**src/verilog/nipc_pkg.sv**
```systemverilog
// package for the nested interrupt priority controller
//
// Contract
// - four nesting levels, thirteen maskable vectors, reset and trap events.
// - vectors fixed between FFE0h and FFFFh in hardware priority order.
// - current level held in condition code bits 5 and 3.
// - entry waits for the current instruction to finish.
// - entry stacks program counter, index, accumulator and condition code.
// - entry loads level bits from the serviced vector's priority field.
// - after stacking, program counter loads the vector and fetch starts.
// - return pops saved registers including level bits, resuming old level.
// - level 0 encodes as 10, level 3 as 11.
// - highest software level wins, ties go to highest hardware priority.
// - hardware priorities unique, so arbitration yields exactly one winner.
// - unserviced requests stay latched pending until they become highest.
// - reset and trap ignore level bits, load vector, set level 3.
// - trap taken whenever executed; reset and trap end halt mode.
// - reset has top priority; reset and trap rank above all levels.
// - maskable request served only if enabled and level strictly higher.
// - edge external request latched, cleared when its handler is entered.
// - selected pins sharing one external line are ORed.
// - peripheral request only while its flag and enable are both set.
// - peripheral clear sequence resets the latch, dropping pending request.
// - all interrupts end wait (here only trap or a request eligible for service); halt exit served first by capable source.
// - concurrent mode never preempts; nested mode allows; no overflow flag.
// - two-bit level per vector, four per 8-bit register, reset all ones.
// - writing level 0 into a priority field is ignored for that field.
package nipc_pkg;

  localparam int NUM_VEC = 13;
  localparam int NUM_PINS = 6;
  localparam int NUM_EXT = 3;
  localparam int EXT_FIRST = 2;

  // register offsets
  localparam logic [3:0] OFF_PRIO0 = 4'h0;
  localparam logic [3:0] OFF_PRIO1 = 4'h1;
  localparam logic [3:0] OFF_PRIO2 = 4'h2;
  localparam logic [3:0] OFF_PRIO3 = 4'h3;
  localparam logic [3:0] OFF_CTRL = 4'h4;
  localparam logic [3:0] OFF_LEVEL = 4'h5;
  localparam logic [3:0] OFF_PEND_LO = 4'h6;
  localparam logic [3:0] OFF_PEND_HI = 4'h7;
  localparam logic [3:0] OFF_PIN_SEL = 4'h8;

  // field positions
  localparam int CC_BIT_HI = 5;
  localparam int CC_BIT_LO = 3;
  localparam int CTRL_NESTED = 0;

  // reset values and encodings
  localparam logic [25:0] PRIO_RST = 26'h3FFFFFF;
  localparam logic [5:0] PRIO3_FILL = 6'h3F;
  localparam logic [7:0] CTRL_RST = 8'h01;
  localparam logic [5:0] PIN_SEL_RST = 6'h3F;
  localparam logic [1:0] LVL0 = 2'h2;
  localparam logic [1:0] LVL1 = 2'h1;
  localparam logic [1:0] LVL2 = 2'h0;
  localparam logic [1:0] LVL3 = 2'h3;

  // vector addresses
  localparam logic [15:0] VEC_RESET = 16'hFFFE;
  localparam logic [15:0] VEC_TRAP = 16'hFFFC;
  localparam logic [15:0] VEC_BASE = 16'hFFFA;

  // vectors able to end halt mode
  localparam logic [12:0] HALT_CAPABLE = 13'h041D;

  typedef enum logic [1:0] {
    NIPC_IDLE = 2'h0,
    NIPC_STACK = 2'h1,
    NIPC_LOAD = 2'h3,
    NIPC_BOOT = 2'h2
  } nipc_state_e;

  typedef struct packed {
    logic load;
    logic [15:0] vector;
    logic [1:0] level;
  } nipc_entry_s;

endpackage : nipc_pkg

```
**src/verilog/nipc_ctrl.sv**
```systemverilog
// nested interrupt priority controller with core entry sequencing
//
// Design decisions made here: the address-and-strobe port and the placing of the registers.
`timescale 1ns/10ps
module nipc_ctrl (
  input wire logic ref_clk,
  input wire logic srst,
  // register port
  input wire logic [3:0] reg_addr,
  input wire logic [7:0] reg_wdata,
  input wire logic reg_wr,
  input wire logic reg_rd,
  output logic [7:0] reg_rdata,
  // peripheral sources
  input wire logic [12:0] periph_flag,
  input wire logic [12:0] periph_en,
  input wire logic [12:0] periph_clr,
  input wire logic [5:0] ext_pin,
  // core side
  input wire logic instr_end,
  input wire logic trap_exec,
  input wire logic stack_done,
  input wire logic return_from_handler,
  input wire logic [7:0] popped_cc,
  input wire logic cc_wr,
  input wire logic [7:0] cc_wdata,
  input wire logic halt_mode,
  input wire logic wait_mode,
  output logic stack_req,
  output nipc_pkg::nipc_entry_s entry,
  output logic [1:0] condition_code_reg,
  output logic exit_halt,
  output logic exit_wait
);

  ////////////////////////////////////////////////////////////////////////////
  // helpers

  // ascending priority order 10, 01, 00, 11
  function automatic logic [1:0] lvl_rank(input logic [1:0] enc);
    logic [1:0] r;
    r = 2'h0;
    unique case (enc)
      nipc_pkg::LVL0: r = 2'h0;
      nipc_pkg::LVL1: r = 2'h1;
      nipc_pkg::LVL2: r = 2'h2;
      nipc_pkg::LVL3: r = 2'h3;
    endcase
    return r;
  endfunction : lvl_rank

  // vectors descend two bytes per hardware priority step
  function automatic logic [15:0] vec_addr(input logic [3:0] idx);
    return nipc_pkg::VEC_BASE - {11'h000, idx, 1'b0};
  endfunction : vec_addr

  // programmed level of one maskable vector
  function automatic logic [1:0] field_lvl(input logic [25:0] p,
                                           input logic [3:0] v);
    return p[2*v +: 2];
  endfunction : field_lvl

  // priority register index and field slot name one vector
  function automatic logic [3:0] field_vec(input logic [1:0] reg_idx,
                                           input logic [1:0] slot);
    return {reg_idx, slot};
  endfunction : field_vec

  ////////////////////////////////////////////////////////////////////////////
  // state

  nipc_pkg::nipc_state_e state;
  logic [25:0] prio;
  logic [7:0] ctrl;
  logic [5:0] pin_sel;
  logic [5:0] pin_meta;
  logic [5:0] pin_sync;
  logic [2:0] line_prev;
  logic [12:0] pend;
  logic trap_pend;
  logic [1:0] level;
  logic [3:0] depth;
  logic halt_woken;
  logic serve_trap;
  logic [3:0] serve_idx;
  logic [1:0] serve_lvl;

  logic [2:0] line_now;
  logic [12:0] req;
  logic [12:0] eligible;
  logic any_elig;
  logic [3:0] win_idx;
  logic win_valid;
  logic [1:0] win_rank;
  logic take;
  logic nested;

  assign nested = ctrl[nipc_pkg::CTRL_NESTED];

  ////////////////////////////////////////////////////////////////////////////
  // external pins: synchronise, OR per line, detect rising edges

  always_ff @(posedge ref_clk) begin
    if (srst) begin
      pin_meta <= 6'h00;
      pin_sync <= 6'h00;
    end else begin
      pin_meta <= ext_pin;
      pin_sync <= pin_meta;
    end
  end

  genvar g;
  generate
    for (g = 0; g < nipc_pkg::NUM_EXT; g++) begin : g_line
      // two pins share each external line
      assign line_now[g] = |(pin_sync[2*g +: 2] & pin_sel[2*g +: 2]);
    end
  endgenerate

  // pins idle low, so a cleared last level gives no false edge
  always_ff @(posedge ref_clk) begin
    if (srst) begin
      line_prev <= 3'h0;
    end else begin
      line_prev <= line_now;
    end
  end

  ////////////////////////////////////////////////////////////////////////////
  // request latches

  always_comb begin
    req = periph_flag & periph_en;
    for (int i = 0; i < nipc_pkg::NUM_EXT; i++) begin
      req[nipc_pkg::EXT_FIRST + i] = line_now[i] & ~line_prev[i];
    end
  end

  always_ff @(posedge ref_clk) begin
    if (srst) begin
      pend <= 13'h0000;
    end else begin
      for (int i = 0; i < nipc_pkg::NUM_VEC; i++) begin
        if (req[i]) begin
          pend[i] <= 1'b1;
        end else if (periph_clr[i]) begin
          pend[i] <= 1'b0;
        end else if (state == nipc_pkg::NIPC_LOAD && !serve_trap &&
                     serve_idx == 4'(i)) begin
          pend[i] <= 1'b0;
        end
      end
    end
  end

  // trap comes from the instruction stream, so nothing can clear it early
  always_ff @(posedge ref_clk) begin
    if (srst) begin
      trap_pend <= 1'b0;
    end else if (trap_exec) begin
      trap_pend <= 1'b1;
    end else if (state == nipc_pkg::NIPC_LOAD && serve_trap) begin
      trap_pend <= 1'b0;
    end
  end

  ////////////////////////////////////////////////////////////////////////////
  // arbitration

  always_comb begin
    eligible = 13'h0000;
    for (int i = 0; i < nipc_pkg::NUM_VEC; i++) begin
      eligible[i] = pend[i] &&
        lvl_rank(field_lvl(prio, 4'(i))) > lvl_rank(level);
      // concurrent mode never preempts a running handler
      if (!nested && depth != 4'h0) begin
        eligible[i] = 1'b0;
      end
      // first service after halt must be a capable source
      if ((halt_mode || halt_woken) &&
          !nipc_pkg::HALT_CAPABLE[i]) begin
        eligible[i] = 1'b0;
      end
    end
  end

  assign any_elig = |eligible;

  always_comb begin
    win_idx = 4'h0;
    win_valid = 1'b0;
    win_rank = 2'h0;
    // walk from lowest hardware priority so ties settle on the lower index
    for (int i = nipc_pkg::NUM_VEC - 1; i >= 0; i--) begin
      if (eligible[i] && (!win_valid ||
          lvl_rank(field_lvl(prio, 4'(i))) >= win_rank)) begin
        win_idx = 4'(i);
        win_rank = lvl_rank(field_lvl(prio, 4'(i)));
        win_valid = 1'b1;
      end
    end
  end

  // trap ranks above every level; accepted only at an instruction boundary
  assign take = state == nipc_pkg::NIPC_IDLE && instr_end &&
                (trap_pend || win_valid);

  ////////////////////////////////////////////////////////////////////////////
  // entry sequence

  // boot loads the reset vector without stacking
  always_ff @(posedge ref_clk) begin
    if (srst) begin
      state <= nipc_pkg::NIPC_BOOT;
    end else begin
      unique case (state)
        nipc_pkg::NIPC_BOOT: state <= nipc_pkg::NIPC_IDLE;
        nipc_pkg::NIPC_IDLE: begin
          if (take) begin
            state <= nipc_pkg::NIPC_STACK;
          end
        end
        nipc_pkg::NIPC_STACK: begin
          if (stack_done) begin
            state <= nipc_pkg::NIPC_LOAD;
          end
        end
        nipc_pkg::NIPC_LOAD: state <= nipc_pkg::NIPC_IDLE;
      endcase
    end
  end

  always_ff @(posedge ref_clk) begin
    if (srst) begin
      serve_trap <= 1'b0;
      serve_idx <= 4'h0;
      serve_lvl <= nipc_pkg::LVL3;
    end else if (take) begin
      serve_trap <= trap_pend;
      serve_idx <= win_idx;
      serve_lvl <= trap_pend ? nipc_pkg::LVL3
                             : field_lvl(prio, win_idx);
    end
  end

  // keeps the capable-only filter until the first entry after halt
  always_ff @(posedge ref_clk) begin
    if (srst) begin
      halt_woken <= 1'b0;
    end else if (halt_mode && (any_elig || trap_pend)) begin
      halt_woken <= 1'b1;
    end else if (state == nipc_pkg::NIPC_LOAD) begin
      halt_woken <= 1'b0;
    end
  end

  // nesting depth only steers concurrent mode; overflow is silent
  always_ff @(posedge ref_clk) begin
    if (srst) begin
      depth <= 4'h0;
    end else if (state == nipc_pkg::NIPC_LOAD) begin
      if (depth != 4'hF) begin
        depth <= depth + 4'h1;
      end
    end else if (return_from_handler && depth != 4'h0) begin
      depth <= depth - 4'h1;
    end
  end

  ////////////////////////////////////////////////////////////////////////////
  // current level bits

  always_ff @(posedge ref_clk) begin
    if (srst) begin
      level <= nipc_pkg::LVL3;
    end else if (state == nipc_pkg::NIPC_LOAD) begin
      level <= serve_lvl;
    end else if (return_from_handler) begin
      level <= {popped_cc[nipc_pkg::CC_BIT_HI],
                popped_cc[nipc_pkg::CC_BIT_LO]};
    end else if (cc_wr) begin
      level <= {cc_wdata[nipc_pkg::CC_BIT_HI],
                cc_wdata[nipc_pkg::CC_BIT_LO]};
    end
  end

  assign condition_code_reg = level;

  ////////////////////////////////////////////////////////////////////////////
  // core outputs

  // vector and level hold between loads for the core to read
  always_ff @(posedge ref_clk) begin
    if (srst) begin
      entry <= '0;
    end else begin
      entry.load <= 1'b0;
      if (state == nipc_pkg::NIPC_BOOT) begin
        entry.load <= 1'b1;
        entry.vector <= nipc_pkg::VEC_RESET;
        entry.level <= nipc_pkg::LVL3;
      end else if (state == nipc_pkg::NIPC_STACK && stack_done) begin
        entry.load <= 1'b1;
        entry.vector <= serve_trap ? nipc_pkg::VEC_TRAP
                                   : vec_addr(serve_idx);
        entry.level <= serve_lvl;
      end
    end
  end

  assign stack_req = state == nipc_pkg::NIPC_STACK;

  ////////////////////////////////////////////////////////////////////////////
  // low power exits

  assign exit_halt = halt_mode && (trap_pend || any_elig);
  assign exit_wait = wait_mode && (trap_pend || win_valid);

  ////////////////////////////////////////////////////////////////////////////
  // registers

  always_ff @(posedge ref_clk) begin
    if (srst) begin
      prio <= nipc_pkg::PRIO_RST;
    end else if (reg_wr && reg_addr <= nipc_pkg::OFF_PRIO3) begin
      for (int j = 0; j < 4; j++) begin
        if (reg_wdata[2*j +: 2] != nipc_pkg::LVL0 &&
            field_vec(reg_addr[1:0], 2'(j)) <
            4'(nipc_pkg::NUM_VEC)) begin
          prio[2*field_vec(reg_addr[1:0], 2'(j)) +: 2] <=
            reg_wdata[2*j +: 2];
        end
      end
    end
  end

  always_ff @(posedge ref_clk) begin
    if (srst) begin
      ctrl <= nipc_pkg::CTRL_RST;
      pin_sel <= nipc_pkg::PIN_SEL_RST;
    end else if (reg_wr) begin
      if (reg_addr == nipc_pkg::OFF_CTRL) begin
        ctrl <= {7'h00, reg_wdata[nipc_pkg::CTRL_NESTED]};
      end
      if (reg_addr == nipc_pkg::OFF_PIN_SEL) begin
        pin_sel <= reg_wdata[5:0];
      end
    end
  end

  always_ff @(posedge ref_clk) begin
    if (srst) begin
      reg_rdata <= 8'h00;
    end else if (reg_rd) begin
      // unmapped indexes and idle cycles read zero
      unique case (reg_addr)
        nipc_pkg::OFF_PRIO0: reg_rdata <= prio[7:0];
        nipc_pkg::OFF_PRIO1: reg_rdata <= prio[15:8];
        nipc_pkg::OFF_PRIO2: reg_rdata <= prio[23:16];
        nipc_pkg::OFF_PRIO3: reg_rdata <= {nipc_pkg::PRIO3_FILL, prio[25:24]};
        nipc_pkg::OFF_CTRL: reg_rdata <= ctrl;
        nipc_pkg::OFF_LEVEL: reg_rdata <= {2'h0, level[1], 1'b0,
                                           level[0], 3'h0};
        nipc_pkg::OFF_PEND_LO: reg_rdata <= pend[7:0];
        nipc_pkg::OFF_PEND_HI: reg_rdata <= {2'h0, trap_pend, pend[12:8]};
        nipc_pkg::OFF_PIN_SEL: reg_rdata <= {2'h0, pin_sel};
        default: reg_rdata <= 8'h00;
      endcase
    end else begin
      reg_rdata <= 8'h00;
    end
  end

endmodule : nipc_ctrl

```
**config.mk**
```make
export PLATFORM = sky130hd
export DESIGN_NAME = nipc_ctrl
export DESIGN_NICKNAME = d
export VERILOG_FILES = /design/src/verilog/nipc_pkg.sv /design/src/verilog/nipc_ctrl.sv
export SDC_FILE = /design/constraint.sdc
export NUM_CORES = 1
export LEC_CHECK = 0
export BUFFER_PORTS_ARGS = -buffer_cell sky130_fd_sc_hd__buf_2
export CAP_MARGIN = 30
export CORE_MARGIN = 5
export CORE_UTILIZATION = 55
export DETAILED_ROUTE_END_ITERATION = 10
export PLACE_DENSITY = 0.78
export SYNTH_ARGS = -nofsm -noshare
export SYNTH_HDL_FRONTEND = slang
export SYNTH_SLANG_ARGS = --single-unit
```
**constraint.sdc**
```tcl
create_clock -name ref_clk -period 41.5 [get_ports ref_clk]
set_clock_uncertainty 0.05 [all_clocks]
set_input_delay 4.15 -clock ref_clk [delete_from_list [all_inputs] [get_ports ref_clk]]
set_output_delay 4.15 -clock ref_clk [all_outputs]
set_load 0.05 [all_outputs]
```
==> out/metrics.cfg <==
[worst_hold_path]
hold_depth=1
hp-class=reg2reg

[cells_and_area]
multi_input_area_um2=4920
area_growth_pct=11.2
regArea_um2=1900
layout_commonest_cell=ha_1
largest_register_ffs=26
nets=1131
layout_common_cells=ha_1 (103), buf_2 (96), dfxtp_1 (95)
fillers=1217
stdcell_count=1124
antennaDiodeCount=0
top_register=prio
drive_gt1_share_pct=15.0
top_regs=prio x26, pend x13, entry x9

[power_and_ir_drop]
ir_drop_uv=24.7
power_density_nw_per_um2=36.0
p_sw_uw=108
finalPower_uw=289
swShare_pct=37.4
p_seq_share_pct=36.3
p_int_uw=181
p_clk_share_pct=27.4
comb_power_share_pct=36.4
power.leakage_nw=3.75

[critical_path]
crit_required_ns=41.68
critical_path_class=in2reg
r2r_cells=89
start_kind=primary input
cpPeakStageDelay_ns=0.43
crit_slowest_cell=or3_1
crit_fanout=11
arrival_ns=20.55
crit_path_frequent_cell=ha_1
critPathCaptureType=flop

[detailed_routing]
vias_per_cell=5.93
drt_iter0_markers=575
routedWlPerCell_um=17.8
dr.pass1.iters=7
ant_nets=0
routed_wl_mm=20.0
num_vias=6666
post-route-drc-count=0

[synth]
synth_seq_cells=95
synth_cells=868
synth_flop_cell=dfxtp_1
syn_area_per_cell_um2=8.33
synth_edf_count=0
synth_nets=1056
yosys_warnings=0
ys_seq_area_share_pct=26.3
yosys.cell_types.count=84
synthArstFlopShare_pct=0
syn_area_um2=7230

[timing]
hold_viol_final=0
tns_ns=0
rsz0062_at_grt=no
fmax_mhz=49.1
fin_crit_sh_pct=49.1
final_max_slew_viol_count=0
worst_pin_slew_ns=0.908
setup_viol=0
maxSlewHeadroom_pct=39.5
fin_crit_ns=20.37

[clock_network]
clk_pin_slew_ns=0.07
cts_buffers=9
clock_latency_ns=0.35
cts_max_level=3
cts_tree=built
ctsResizeCount=0
cts_root_buf=clkbuf_16
cts_setup_buffers=0
cts_sinks=95
clockBufferDepth=2
ctsHoldBuffers=0

[global_routing]
antenna_found_initial=0
overflow=0
grt_max_degree=91
grt_pass1_wl_mm=32.2
first_global_vias=6232
grt_util_all_layers_pct=25.3

[floorplan]
num_io_pins=116
rows=42
dieArea_um2=15500
die_w_um=125
die_h_um=125
core_region_area_um2=13100
initial_core_util_pct=55.3

[placed_design]
hpwl_mm=15.7
io_buffers=96
gp_congestion=0.962
dpl.cell_count=1108

[run_status]
status=complete, no violations

[job]
maxCapViolations=0

## routing by layer
layer | part of all wire (%) | GRT usage [%] | routed length, um
met1 | 43 | 33.3 | 8560
met2 | 46 | 40.7 | 9270
met3 | 6.9 | 3.90 | 1380
met4 | 3.7 | 11.7 | 743
met5 | 0 | 0 | 0
## Yosys cell counts, drive strengths merged, types with 5 or more instances
library cell  instances  area (um^2)
a211o                34          298
a21o                  9         67.6
a21oi                54          278
a222oi                6         60.1
a22oi                14          105
a31oi                11         90.1
and2                 13         83.8
and3                  6         38.8
buf                  17          125
clkbuf               17         63.8
dfxtp                95         1900
ha                  103         1290
inv                  58          218
mux2i                20          200
nand2                88          330
nand2b               18          113
nand3                17         85.1
nand3b                5         37.5
nand4                 5         37.5
nor2                 81          307
nor2b                38          238
nor3                  8         40.0
nor4                  9         62.6
o211a                 5         57.6
o211ai               16          120
o21a                  5         37.5
o21ai                21          105
o21bai               16          120
o22ai                 9         56.3
or2                   8         50.0
## power groups by stage
| stage | Combinational [mW] | Clock, mW | Sequential (mW) |
|---|---|---|---|
| after detailed placement | 0.104 | 0 | 0.107 |
| after global routing | 0.118 | 0.0848 | 0.106 |
| final | 0.105 | 0.0793 | 0.105 |
| after global placement | 0.101 | 0 | 0.107 |
| after floorplan | 0.0799 | 0 | 0.108 |
| after CTS | 0.105 | 0.0807 | 0.105 |
## area by class of cell
| type | instances | area share [%] |
|---|---|---|
| timing repair buffer | 98 | 6.16 |
| multi-input combinational | 681 | 61.2 |
| clock buffer | 10 | 2.85 |
| inverter | 58 | 2.71 |
| tap | 176 | 2.74 |
| sequential | 95 | 23.7 |
| clock inverter | 6 | 0.653 |
## cell families after synthesis
logic type	share of synthesized area, %
buf+inv	5.62
fa+ha+maj	18.1
compound gates	25.2
mux	2.92
xor+xnor	0.484
flops	26.3
other cells	0.0518
simple gates	21.3
## metrics by stage
step           setup slack [ns]  utilization, %  hold WS (ns)  instance area [um^2]
2_1_floorplan             23.05               -         0.350                  7230
3_3_place_gp              21.26            59.3         0.354                  7760
5_1_grt                   19.96            61.5         0.401                  8040
6_report                  21.13            61.5         0.376                  8040
3_5_place_dp              20.92            59.3         0.364                  7760
4_1_cts                   21.20            61.5         0.377                  8040
## critical path, delay by kind of cell
family                     cells  cell delay [ns]
AOI/OAI and AO/OA             37             7.59
muxes                          4             1.00
and+or+nand+nor               27             4.37
adders and majority gates     12             3.03
buffers and inverters          6             0.39
## worst paths after layout
| path | endpoint | slack [ns] | startpoint |
|---|---|---|---|
| max | serve_lvl[0]$_SDFFE_PP1P_ | 21.13 | halt_mode |
| min | pend[2]$_SDFFE_PP0P_ | 0.38 | line_prev[0]$_SDFF_PP0_ |
| max reg2reg | serve_lvl[0]$_SDFFE_PP1P_ | 23.54 | condition_code_reg[0]$_SDFFE_PP1P_ |
| min reg2reg | pend[2]$_SDFFE_PP0P_ | 0.38 | line_prev[0]$_SDFF_PP0_ |
Power figures use the tool's default switching activity.
